==> config.mk <==
export PLATFORM = sky130hd
export DESIGN_NAME = cfr_regs
export DESIGN_NICKNAME = d
export VERILOG_FILES = /design/src/cfr_pkg.sv /design/src/cfr_delay_timer.sv /design/src/cfr_fault_capture.sv /design/src/cfr_regs.sv
export VERILOG_INCLUDE_DIRS = /design/src
export SDC_FILE = /design/constraint.sdc
export NUM_CORES = 1
export LEC_CHECK = 0
export BUFFER_PORTS_ARGS = -buffer_cell sky130_fd_sc_hd__buf_2
export CORE_UTILIZATION = 50
export CTS_BUF_LIST = sky130_fd_sc_hd__clkbuf_4 sky130_fd_sc_hd__clkbuf_8 sky130_fd_sc_hd__clkbuf_16
export CTS_CLUSTER_SIZE = 14
export DETAILED_ROUTE_END_ITERATION = 8
export PLACE_DENSITY = 0.84
export SYNTH_ARGS = -nofsm -noshare
export SYNTH_HDL_FRONTEND = slang
export SYNTH_SLANG_ARGS = --single-unit
==> constraint.sdc <==
create_clock -name mclk -period 4.4 [get_ports mclk]
set_input_delay 0.66 -clock mclk [delete_from_list [all_inputs] [get_ports mclk]]
set_output_delay 0.66 -clock mclk [all_outputs]
set_load 0.01 [all_outputs]
==> src/cfr_cfg.svh <==
// offsets, field positions, reset values and timing figures of the cell fault register slice
`ifndef CFR_CFG_SVH
`define CFR_CFG_SVH

// register offsets on the serial register link
`define CFR_ADDR_HIGH_FAULT 8'h22
`define CFR_ADDR_LOW_FAULT 8'h23
`define CFR_ADDR_PARITY_LOW 8'h24
`define CFR_ADDR_PARITY_HIGH 8'h25
`define CFR_ADDR_BEGIN_SAMPLE_SETUP 8'h30
`define CFR_ADDR_PIN_CTRL 8'h31
`define CFR_ADDR_BEGIN_SAMPLE_START 8'h34

// conversion setup field positions
`define CFR_SETUP_RSVD_BIT 7
`define CFR_SETUP_FORCE_ON_BIT 6
`define CFR_SETUP_THERM_MSB 5
`define CFR_SETUP_THERM_LSB 4
`define CFR_SETUP_ANALOG_BIT 3
`define CFR_SETUP_SPAN_MSB 2
`define CFR_SETUP_SPAN_LSB 0

// pin control field positions
`define CFR_PIN_AUX_BIT 7
`define CFR_PIN_DRIVE_BIT 6
`define CFR_PIN_LEVEL_BIT 5
`define CFR_PIN_SLEEP_BIT 2
`define CFR_PIN_RET_MSB 1
`define CFR_PIN_RET_LSB 0

// conversion start field position
`define CFR_START_BIT 0

// reset values and write masks
`define CFR_SETUP_RESET 8'h00
`define CFR_PIN_RESET 8'h00
`define CFR_SETUP_WMASK 8'h7f
`define CFR_PIN_WMASK 8'hc7

// span codes
`define CFR_SPAN_MAX_CODE 3'h5

// timing figures
`define CFR_MCLK_KHZ 20000
`define CFR_SLEEP_SETTLE_US 1000
`define CFR_REF_SETTLE_US 10
`define CFR_SLEEP_SETTLE_CYC ((`CFR_SLEEP_SETTLE_US * `CFR_MCLK_KHZ + 999) / 1000)
`define CFR_REF_SETTLE_CYC ((`CFR_REF_SETTLE_US * `CFR_MCLK_KHZ + 999) / 1000)

`endif

==> src/cfr_pkg.sv <==
// types shared by the cell fault register slice
package cfr_pkg;

    // conversion setup register layout
    typedef struct packed {
        logic rsvd;
        logic force_on;
        logic [1:0] thermal_input_select;
        logic general_analog_input;
        logic [2:0] cell_span;
    } cfr_setup_t;

    // pin control register layout
    typedef struct packed {
        logic aux_switch;
        logic drive_open;
        logic pin_level;
        logic [1:0] rsvd;
        logic sleep;
        logic [1:0] thermal_return;
    } cfr_pin_ctrl_t;

    // setup handed to the converter at sequence start
    typedef struct packed {
        logic [1:0] thermal_input_select;
        logic general_analog_input;
        logic [5:0] cell_mask;
    } cfr_seq_t;

    // converter power sequencing
    typedef enum logic [2:0] {
        CFR_IDLE = 3'b001,
        CFR_SETTLE = 3'b010,
        CFR_RUN = 3'b100
    } cfr_begin_sample_state_t;

endpackage

==> src/cfr_delay_timer.sv <==
// down-counter that runs for a fixed number of cycles after a start pulse
`timescale 1ns/100ps
module cfr_delay_timer #(
    parameter int CYCLES = 200
) (
    // clock and reset
    input wire logic mclk,
    input wire logic reset_n,
    // control
    input wire logic start,
    output logic busy
);
    localparam int CW = $clog2(CYCLES + 1);

    // refuse a delay the counter cannot express
    if (CYCLES < 1) begin : g_bad_cycles
        $error("cfr_delay_timer: CYCLES must be at least 1");
    end

    logic [CW-1:0] count_r;

    // load on start, otherwise count down to zero
    always_ff @(posedge mclk) begin
        if (!reset_n) begin
            count_r <= '0;
        end else if (start) begin
            count_r <= CW'(CYCLES);
        end else if (count_r != '0) begin
            count_r <= count_r - CW'(1);
        end
    end

    assign busy = (count_r != '0);
endmodule

==> src/cfr_fault_capture.sv <==
// per-cell sticky fault flags behind one summary flag
`timescale 1ns/100ps
module cfr_fault_capture #(
    parameter int CELLS = 6
) (
    // clock and reset
    input wire logic mclk,
    input wire logic reset_n,
    // comparator side
    input wire logic compare_en,
    input wire logic [CELLS-1:0] fault_raw,
    // summary flag cleared by the host
    input wire logic clear,
    output logic [CELLS-1:0] flags
);
    // refuse a cell count the register cannot hold
    if (CELLS < 1 || CELLS > 8) begin : g_bad_cells
        $error("cfr_fault_capture: CELLS must be 1 to 8");
    end

    // one flag per cell; a fault in the clear cycle wins over the clear
    for (genvar i = 0; i < CELLS; i++) begin : g_cell
        always_ff @(posedge mclk) begin
            if (!reset_n) begin
                flags[i] <= 1'b0;
            end else if (compare_en && fault_raw[i]) begin
                flags[i] <= 1'b1;
            end else if (clear) begin
                flags[i] <= 1'b0;
            end
        end
    end
endmodule

==> src/cfr_regs.sv <==
// cell fault flags, parity results, converter setup and pin control registers
`timescale 1ns/100ps
`include "cfr_cfg.svh"
module cfr_regs #(
    parameter int CELLS = 6,
    parameter int SLEEP_SETTLE_CYCLES = `CFR_SLEEP_SETTLE_CYC,
    parameter int REF_SETTLE_CYCLES = `CFR_REF_SETTLE_CYC
) (
    // clock and reset
    input wire logic mclk,
    input wire logic reset_n,
    // register access from the serial link decoder
    input wire logic [7:0] reg_addr,
    input wire logic reg_wr_en,
    input wire logic [7:0] reg_wdata,
    input wire logic reg_rd_en,
    output logic [7:0] reg_rdata,
    // cell comparators and summary flag clears
    input wire logic [CELLS-1:0] cell_over,
    input wire logic [CELLS-1:0] cell_under,
    input wire logic high_flag_clear,
    input wire logic low_flag_clear,
    output logic compare_en,
    // parity check results of the protected bank
    input wire logic [7:0] parity_low_bits,
    input wire logic [3:0] parity_user_bits,
    // converter control
    input wire logic begin_sample_pin_start,
    input wire logic seq_done,
    output logic begin_sample_power,
    output logic seq_start,
    output logic begin_sample_busy,
    output cfr_pkg::cfr_seq_t seq_setup,
    // external pins and pin control outputs
    input wire logic gpio_in,
    output logic gpio_out,
    output logic gpio_oe,
    output logic aux_switch,
    output logic sleep_mode,
    output logic [1:0] thermal_return
);
    // refuse any cell count other than the six cells of the span codes
    if (CELLS != 6) begin : g_bad_cells
        $error("cfr_regs: CELLS must be 6 to match the span codes");
    end

    // span code to cell mask; codes beyond the top span fall back to cell one
    function automatic logic [5:0] span_mask(input logic [2:0] code);
        logic [5:0] m;
        m = 6'h01;
        if (code <= `CFR_SPAN_MAX_CODE) begin
            for (int k = 0; k < 6; k++) begin
                if (k <= int'(code)) begin
                    m[k] = 1'b1;
                end
            end
        end else begin
            m = 6'h01;
        end
        return m;
    endfunction

    cfr_pkg::cfr_setup_t setup_r;
    cfr_pkg::cfr_pin_ctrl_t pin_r;
    cfr_pkg::cfr_seq_t seq_setup_r;
    cfr_pkg::cfr_begin_sample_state_t state_r;
    cfr_pkg::cfr_begin_sample_state_t state_nxt;
    logic start_pend_r;
    logic start_pend_nxt;
    logic start_req;
    logic accept;
    logic sleep_exit;
    logic sleep_settling;
    logic ref_settling;
    logic ref_go;
    logic [CELLS-1:0] high_flags;
    logic [CELLS-1:0] low_flags;
    logic wr_setup;
    logic wr_pin;
    logic wr_start;

    // write decodes
    assign wr_setup = reg_wr_en && (reg_addr == `CFR_ADDR_BEGIN_SAMPLE_SETUP);
    assign wr_pin = reg_wr_en && (reg_addr == `CFR_ADDR_PIN_CTRL);
    assign wr_start = reg_wr_en && (reg_addr == `CFR_ADDR_BEGIN_SAMPLE_START);

    // conversion setup register; the top bit is kept at zero whatever is written
    always_ff @(posedge mclk) begin
        if (!reset_n) begin
            setup_r <= cfr_pkg::cfr_setup_t'(`CFR_SETUP_RESET);
        end else if (wr_setup) begin
            setup_r <= cfr_pkg::cfr_setup_t'(reg_wdata & `CFR_SETUP_WMASK);
        end
    end

    // pin control register; level and reserved bits are not stored
    always_ff @(posedge mclk) begin
        if (!reset_n) begin
            pin_r <= cfr_pkg::cfr_pin_ctrl_t'(`CFR_PIN_RESET);
        end else if (wr_pin) begin
            pin_r <= cfr_pkg::cfr_pin_ctrl_t'(reg_wdata & `CFR_PIN_WMASK);
        end
    end

    // pin outputs; a drive bit of one releases the open-drain pin for input use
    assign aux_switch = pin_r.aux_switch;
    assign gpio_out = 1'b0;
    assign gpio_oe = !pin_r.drive_open;
    assign thermal_return = pin_r.thermal_return;
    assign sleep_mode = pin_r.sleep;

    // sleep exit starts the sleep settle delay
    assign sleep_exit = wr_pin && pin_r.sleep && !reg_wdata[`CFR_PIN_SLEEP_BIT];

    cfr_delay_timer #(
        .CYCLES(SLEEP_SETTLE_CYCLES)
    ) u_sleep_settle (
        .mclk(mclk),
        .reset_n(reset_n),
        .start(sleep_exit),
        .busy(sleep_settling)
    );

    // comparators run only awake and settled
    assign compare_en = !pin_r.sleep && !sleep_settling;

    // per-cell overvoltage flags
    cfr_fault_capture #(
        .CELLS(CELLS)
    ) u_high_faults (
        .mclk(mclk),
        .reset_n(reset_n),
        .compare_en(compare_en),
        .fault_raw(cell_over),
        .clear(high_flag_clear),
        .flags(high_flags)
    );

    // per-cell undervoltage flags
    cfr_fault_capture #(
        .CELLS(CELLS)
    ) u_low_faults (
        .mclk(mclk),
        .reset_n(reset_n),
        .compare_en(compare_en),
        .fault_raw(cell_under),
        .clear(low_flag_clear),
        .flags(low_flags)
    );

    // start requests from the start bit or the start pin
    assign start_req = (wr_start && reg_wdata[`CFR_START_BIT]) || begin_sample_pin_start;
    assign accept = start_pend_r && (state_r == cfr_pkg::CFR_IDLE);

    // pending start; a new request in the accept cycle is kept
    always_comb begin
        start_pend_nxt = start_pend_r;
        if (accept) begin
            start_pend_nxt = 1'b0;
        end
        if (start_req) begin
            start_pend_nxt = 1'b1;
        end
    end

    always_ff @(posedge mclk) begin
        if (!reset_n) begin
            start_pend_r <= 1'b0;
        end else begin
            start_pend_r <= start_pend_nxt;
        end
    end

    // reference settle delay runs only when auto mode powers up
    assign ref_go = accept && !setup_r.force_on;

    cfr_delay_timer #(
        .CYCLES(REF_SETTLE_CYCLES)
    ) u_ref_settle (
        .mclk(mclk),
        .reset_n(reset_n),
        .start(ref_go),
        .busy(ref_settling)
    );

    // converter sequencing
    always_comb begin
        state_nxt = state_r;
        unique case (state_r)
            cfr_pkg::CFR_IDLE: begin
                if (accept) begin
                    if (setup_r.force_on) begin
                        state_nxt = cfr_pkg::CFR_RUN;
                    end else begin
                        state_nxt = cfr_pkg::CFR_SETTLE;
                    end
                end
            end
            cfr_pkg::CFR_SETTLE: begin
                if (!ref_settling) begin
                    state_nxt = cfr_pkg::CFR_RUN;
                end
            end
            cfr_pkg::CFR_RUN: begin
                if (seq_done) begin
                    state_nxt = cfr_pkg::CFR_IDLE;
                end
            end
            default: begin
                state_nxt = cfr_pkg::CFR_IDLE;
            end
        endcase
    end

    always_ff @(posedge mclk) begin
        if (!reset_n) begin
            state_r <= cfr_pkg::CFR_IDLE;
        end else begin
            state_r <= state_nxt;
        end
    end

    // sequence start pulse toward the converter
    always_ff @(posedge mclk) begin
        if (!reset_n) begin
            seq_start <= 1'b0;
        end else begin
            seq_start <= (state_r != cfr_pkg::CFR_RUN) && (state_nxt == cfr_pkg::CFR_RUN);
        end
    end

    // setup captured at acceptance; later writes wait for the next sequence
    always_ff @(posedge mclk) begin
        if (!reset_n) begin
            seq_setup_r <= '0;
        end else if (accept) begin
            seq_setup_r.thermal_input_select <= setup_r.thermal_input_select;
            seq_setup_r.general_analog_input <= setup_r.general_analog_input;
            seq_setup_r.cell_mask <= span_mask(setup_r.cell_span);
        end
    end

    assign seq_setup = seq_setup_r;

    // converter power: forced on, or only while a sequence is under way
    assign begin_sample_power = setup_r.force_on || (state_r != cfr_pkg::CFR_IDLE);
    assign begin_sample_busy = (state_r != cfr_pkg::CFR_IDLE) || start_pend_r;

    // register read data, one cycle after the read strobe
    always_ff @(posedge mclk) begin
        if (!reset_n) begin
            reg_rdata <= 8'h00;
        end else if (reg_rd_en) begin
            unique case (reg_addr)
                `CFR_ADDR_HIGH_FAULT: begin
                    reg_rdata <= {2'b00, high_flags};
                end
                `CFR_ADDR_LOW_FAULT: begin
                    reg_rdata <= {2'b00, low_flags};
                end
                `CFR_ADDR_PARITY_LOW: begin
                    reg_rdata <= parity_low_bits;
                end
                `CFR_ADDR_PARITY_HIGH: begin
                    reg_rdata <= {4'h0, parity_user_bits};
                end
                `CFR_ADDR_BEGIN_SAMPLE_SETUP: begin
                    reg_rdata <= setup_r;
                end
                `CFR_ADDR_PIN_CTRL: begin
                    reg_rdata <= {pin_r.aux_switch, pin_r.drive_open, gpio_in, 2'b00,
                                  pin_r.sleep, pin_r.thermal_return};
                end
                `CFR_ADDR_BEGIN_SAMPLE_START: begin
                    reg_rdata <= 8'h00;
                end
                default: begin
                    reg_rdata <= 8'h00;
                end
            endcase
        end
    end
endmodule

After elaboration in Yosys (flattened, before gate mapping):

Cells that the tools add are included.

* reduce and logical (&&, ||, !) cells: 49
* mux-type cells: 32
* equality and inequality tests: 13
* order comparisons: 6
* bitwise gates (word level): 1
* add/subtract/negate cells: 2

Operators with widths (count)
* $eq A8 B6 Y1 const B: 7
* $pmux W8 S6: 1
* $mux W15: 2
* $reduce_bool A2 Y1: 15
* $logic_and A1 B1 Y1: 22
* $mux W1: 21
* $mux W8: 2
* $reduce_bool A15 Y1: 1
* $sub A15 B1 Y15 const B: 1
* $mux W3: 4
* $pmux W3 S3: 1
* $reduce_bool A8 Y1: 1
* $sub A8 B1 Y8 const B: 1
* $eq A3 B3 Y1 const B: 2
* $le A2 B3 Y1 const A: 2
* $le A3 B3 Y1 const A: 2
* $mux W6: 1
* $logic_not A1 Y1: 5
* $reduce_or A2 Y1: 2
* $eq A3 B1 Y1 const B: 1
* $eq A3 B2 Y1 const B: 1
* $le A1 B3 Y1 const A: 1
* $le A3 B3 Y1 const B: 1
* $logic_or A1 B1 Y1: 3
* other kinds (3): 3

* word-level logic and storage cells: 134
* input bits: 49
* register bits: 69
* output and inout port bits: 27

Depth between registers and ports, before layout:

* word-level depth: 6
* gate-level depth with buffers: 7
* depth with buffers taken out: 6

By module:

Synthesis repeated with hierarchy kept, for this count alone.

* cells, all modules: 404
* area total of the unflattened synthesis: 3582.2 sq um

By module, submodules not included
* cfr_regs: cells an instance 213, area an instance 1871.8 sq um, sequential area each 680.7 sq um, instances 1
* cfr_delay_timer at u_sleep_settle: cells an instance 98, area an instance 817.0 sq um, sequential area each 300.3 sq um, instances 1
* cfr_fault_capture: cells an instance 24, area an instance 229.0 sq um, sequential area each 120.1 sq um, instances 2
* cfr_delay_timer at u_ref_settle: cells an instance 45, area an instance 435.4 sq um, sequential area each 160.2 sq um, instances 1

Worst setup path after synthesis:

OpenSTA, ideal clock, no wires.

* path type: register to output
* start: reg u_sleep_settle.count_r[2]
* end: out compare_en
* data required time: 3740 ps
* cell stages (with the launch flop): 6
* data arrival time: 1806 ps
* path slack: 1934 ps
* buffers on the path: 2
* path through: dfxtp_1 -> or4_4 -> buf_6 -> or4_1 -> clkbuf_1 -> nor2_1

* cells in the longest elaborated chain, start to end: 3

Ends and longest elaborated chain
* start: declaration: RTL line cfr_delay_timer.sv:20 `logic [CW-1:0] count_r;`
* start signal: assignment: RTL line cfr_delay_timer.sv:27 `count_r <= CW'(CYCLES);`
* start signal: assignment: RTL line cfr_delay_timer.sv:29 `count_r <= count_r - CW'(1);`
* $reduce_bool A15 Y1: RTL line cfr_delay_timer.sv:33 `assign busy = (count_r != '0);`
* $logic_not A1 Y1: RTL line cfr_regs.sv:125 `assign compare_en = !pin_r.sleep && !sleep_settling;`
* $logic_and A1 B1 Y1: RTL line cfr_regs.sv:125
* end: declaration: RTL line cfr_regs.sv:23 `output logic compare_en,`

Every way passes these cells.

Worst setup path after layout:

* start: reg u_sleep_settle.count_r[13]
* end: out compare_en

Same word-level chain as after synthesis.

==> impl_metrics.py <==
metrics = {
    "die": {
        "dieHeight_um": 84.3,
        "row_count": 29,
        "ios": 76,
        "die_area_um2": 7100,
        "start_util_pct": 52.4,
        "die_w_um": 84.3,
        "core_area_um2": 6460,
    },
    "routing": {
        "via_per_inst": 5.78,
        "routed_wl_um": 7890,
        "drtIter0Drc": 185,
        "route.detailed.drc": 10,
        "wl_met2_um": 3660,
        "antenna_left": 0,
        "vias": 3058,
        "dr_wl_met3_um": 597,
        "firstDrtPassIters": 7,
        "wirelength_met1_um": 3470,
        "wl_per_cell_um": 14.9,
        "routed.top_layer": "met4",
    },
    "logic_synthesis": {
        "synth_seq_cells": 69,
        "async_flop_share_pct": 0,
        "synth_top_area_share_pct": 40.8,
        "synth_common_cells": "dfxtp_1 (69), nor2_1 (41), a21oi_1 (31)",
        "yosysSeqAreaShare_pct": 40.8,
        "yosysTopAreaCell": "dfxtp_1",
        "syn_inst": 384,
        "syn_area_um2": 3380,
        "synth_edf_count": 0,
        "avgSynthCellArea_um2": 8.81,
        "yosys_warnings": 0,
        "synth_top_flop_cell": "dfxtp_1",
        "syn_nets": 435,
        "synth_top_cells_by_area": "dfxtp_1 (41%), mux2i_1 (7.4%), a21oi_1 (4.6%)",
        "yosysMostFrequentCell": "dfxtp_1",
        "yosysUniqueCellTypes": 62,
    },
    "power": {
        "ir_drop_v": 0.000337,
        "p_per_area_nw_per_um2": 539,
        "power_leakage_uw": 0.00164,
    },
    "critical_path": {
        "cpPeakStageDelay_ns": 0.66,
        "crit_top_cell": "or4_1",
        "worstSetupStartpoint": "u_sleep_settle.count_r[13]",
        "required_ns": 3.74,
        "rr_startpoint": "u_sleep_settle.count_r[13]",
        "path_class": "reg2out",
        "endpoint_kind": "output pin",
        "critical_path_peak_fanout": 6,
        "path_delay_family": "simple AND/OR/NAND/NOR gates",
        "crit_cells": 4,
        "ff2ff_setup_slack_ns": 2.19,
        "cp-start-kind": "flop",
        "cpMaxStageDelayCell": "or4_1",
        "crit_end": "compare_en",
        "crit_buf_inv": 1,
        "reg2reg_depth": 4,
        "worstPathCellList": "or4_1, or4_1, nor2_1, buf_2",
        "r2r-end": "u_sleep_settle.count_r[3]",
        "arrival_ns": 2.26,
    },
    "final_layout": {
        "nets": 498,
        "area_delta_synth_final_pct": 17.7,
        "multi_input_area_um2": 1840,
        "fillCellCount": 551,
        "drive_gt1_share_pct": 24.1,
        "diodes": 0,
        "regArea_um2": 1380,
    },
    "timing": {
        "worst_pin_slew_ns": 1.05,
        "hold_viol": 0,
        "rsz0062_at_grt": "false",
        "fmaxAchievable_mhz": 342,
        "period_needed_ns": 2.92,
        "finalSetupTns_ns": 0,
        "min_period_over_period_pct": 66.4,
        "report.final.slew_viol_count": 0,
        "slew_headroom_pct": 29.1,
        "clock_skew_ns": 0.00827,
        "finalWorstSetupSlack_ns": 1.48,
        "setup_viol": 0,
    },
    "placed_design": {
        "place_congestion": 0.871,
        "io_buffers": 74,
        "dpl.hpwl_um": 5610,
        "preCtsSetupSlack_ns": 1.86,
    },
    "clock_network": {
        "numCtsBuffers": 9,
        "post_cts_buffers": 0,
        "cts_buffer_depth": 2,
        "clockRootBuffer": "clkbuf_8",
        "insertion_delay_ns": 0.34,
        "cts_tree": "done",
        "cts_resized": 0,
        "cts_htree_levels": 3,
        "numClockSinks": 69,
        "path_clk_slew_ns": 0.08,
        "postCtsHoldBufs": 0,
    },
    "job": {
        "maxCapViolations": 0,
    },
    "global_route": {
        "grt_pass1_wl_um": 13200,
        "antenna_found_initial": 0,
        "overflow": 0,
        "grt_usage_pct": 23.4,
        "grt_pass1_vias": 2875,
        "grt_max_degree": 47,
    },
    "worst_hold_path": {
        "min_path_type": "reg2reg",
        "hp-start": "seq_setup[7]",
    },
    "status": {
        "status": "complete, but fails checks",
        "violations": "design-rule violations",
    },
}
how the worst min path moves through the flow:
stage / to / depth (start not counted)
after global routing: seq_setup[7] / 2
after global placement: seq_setup[8] / 2
after floorplan: seq_setup[7] / 2
final: seq_setup[7] / 2
after detailed placement: seq_setup[5] / 2
after CTS: seq_setup[5] / 2
worst register-to-register path: cells and delay by family (launching register included):
kind | cells | cell delay, ns
flops | 1 | 0.34
compound gates | 1 | 0.06
simple gates | 3 | 1.68
sequential cells by signal, indices dropped and copies added (netlist names):
name,flops
aux_switch,1
pin_r,1
reg_rdata,8
seq_setup,9
seq_start,1
setup_r,7
sleep_mode,1
start_pend_r,1
state_r,3
thermal_return,2
u_high_faults.flags,6
u_low_faults.flags,6
u_ref_settle.count_r,8
u_sleep_settle.count_r,15
cell usage in the layout (no fill, tap or decap), types with 10 or more instances in the layout:
| master | n |
|---|---|
| buf_2 | 74 |
| dfxtp_1 | 69 |
| nor2_1 | 41 |
| a21oi_1 | 31 |
| mux2i_1 | 25 |
| nand2_1 | 23 |
| nand2b_1 | 21 |
| nand3b_1 | 16 |
| o21ai_0 | 11 |
| inv_1 | 10 |
metrics by stage:
stage	total power [uW]	instance area [um2]	hold WS (ns)	utilization, %	cells
2_1_floorplan	1380	3380	0.439	-	384
3_3_place_gp	1490	3740	0.443	57.9	513
3_5_place_dp	1520	3740	0.450	57.9	513
4_1_cts	2160	3990	0.461	61.7	529
5_1_grt	2290	3990	0.488	61.7	529
6_report	2150	3990	0.456	61.7	529
per-layer routing:
metal / global-route usage (%) / up-vias
met5: 0 / -
met4: 13.0 / 0
met3: 6.88 / 17
met2: 36.0 / 148
met1: 29.6 / 1372
li1: - / 1521
power by group:
group          internal [uW]  leakage, uW  switching, uW  total, uW
sequential               732     0.000562           87.2        819
combinational            302     0.000949            392        695
clock                    380     0.000124            255        635
final cells by class:
type / instances / area share (%)
multi-input cells: 281 / 46.2
flip-flops and latches: 69 / 34.7
repair buffers: 76 / 9.67
clock buffers: 9 / 3.11
clock inverters: 7 / 3.05
well taps: 77 / 2.42
inverters: 10 / 0.942
cells by family (layout without fill, tap and decap cells):
group / count (synthesis) / in the layout / synth area share, %
adders and majority gates: 2 / 2 / 0.739
DFF: 69 / 69 / 40.8
AOI/OAI and AO/OA: 84 / 84 / 15.9
buffers and inverters: 34 / 102 / 5.03
and+or+nand+nor: 163 / 163 / 28.4
xor gates and xnor gates: 4 / 4 / 1.04
muxes: 27 / 27 / 8.06
other: 1 / 1 / 0.111
No activity file was read; power rests on OpenSTA's default activity.
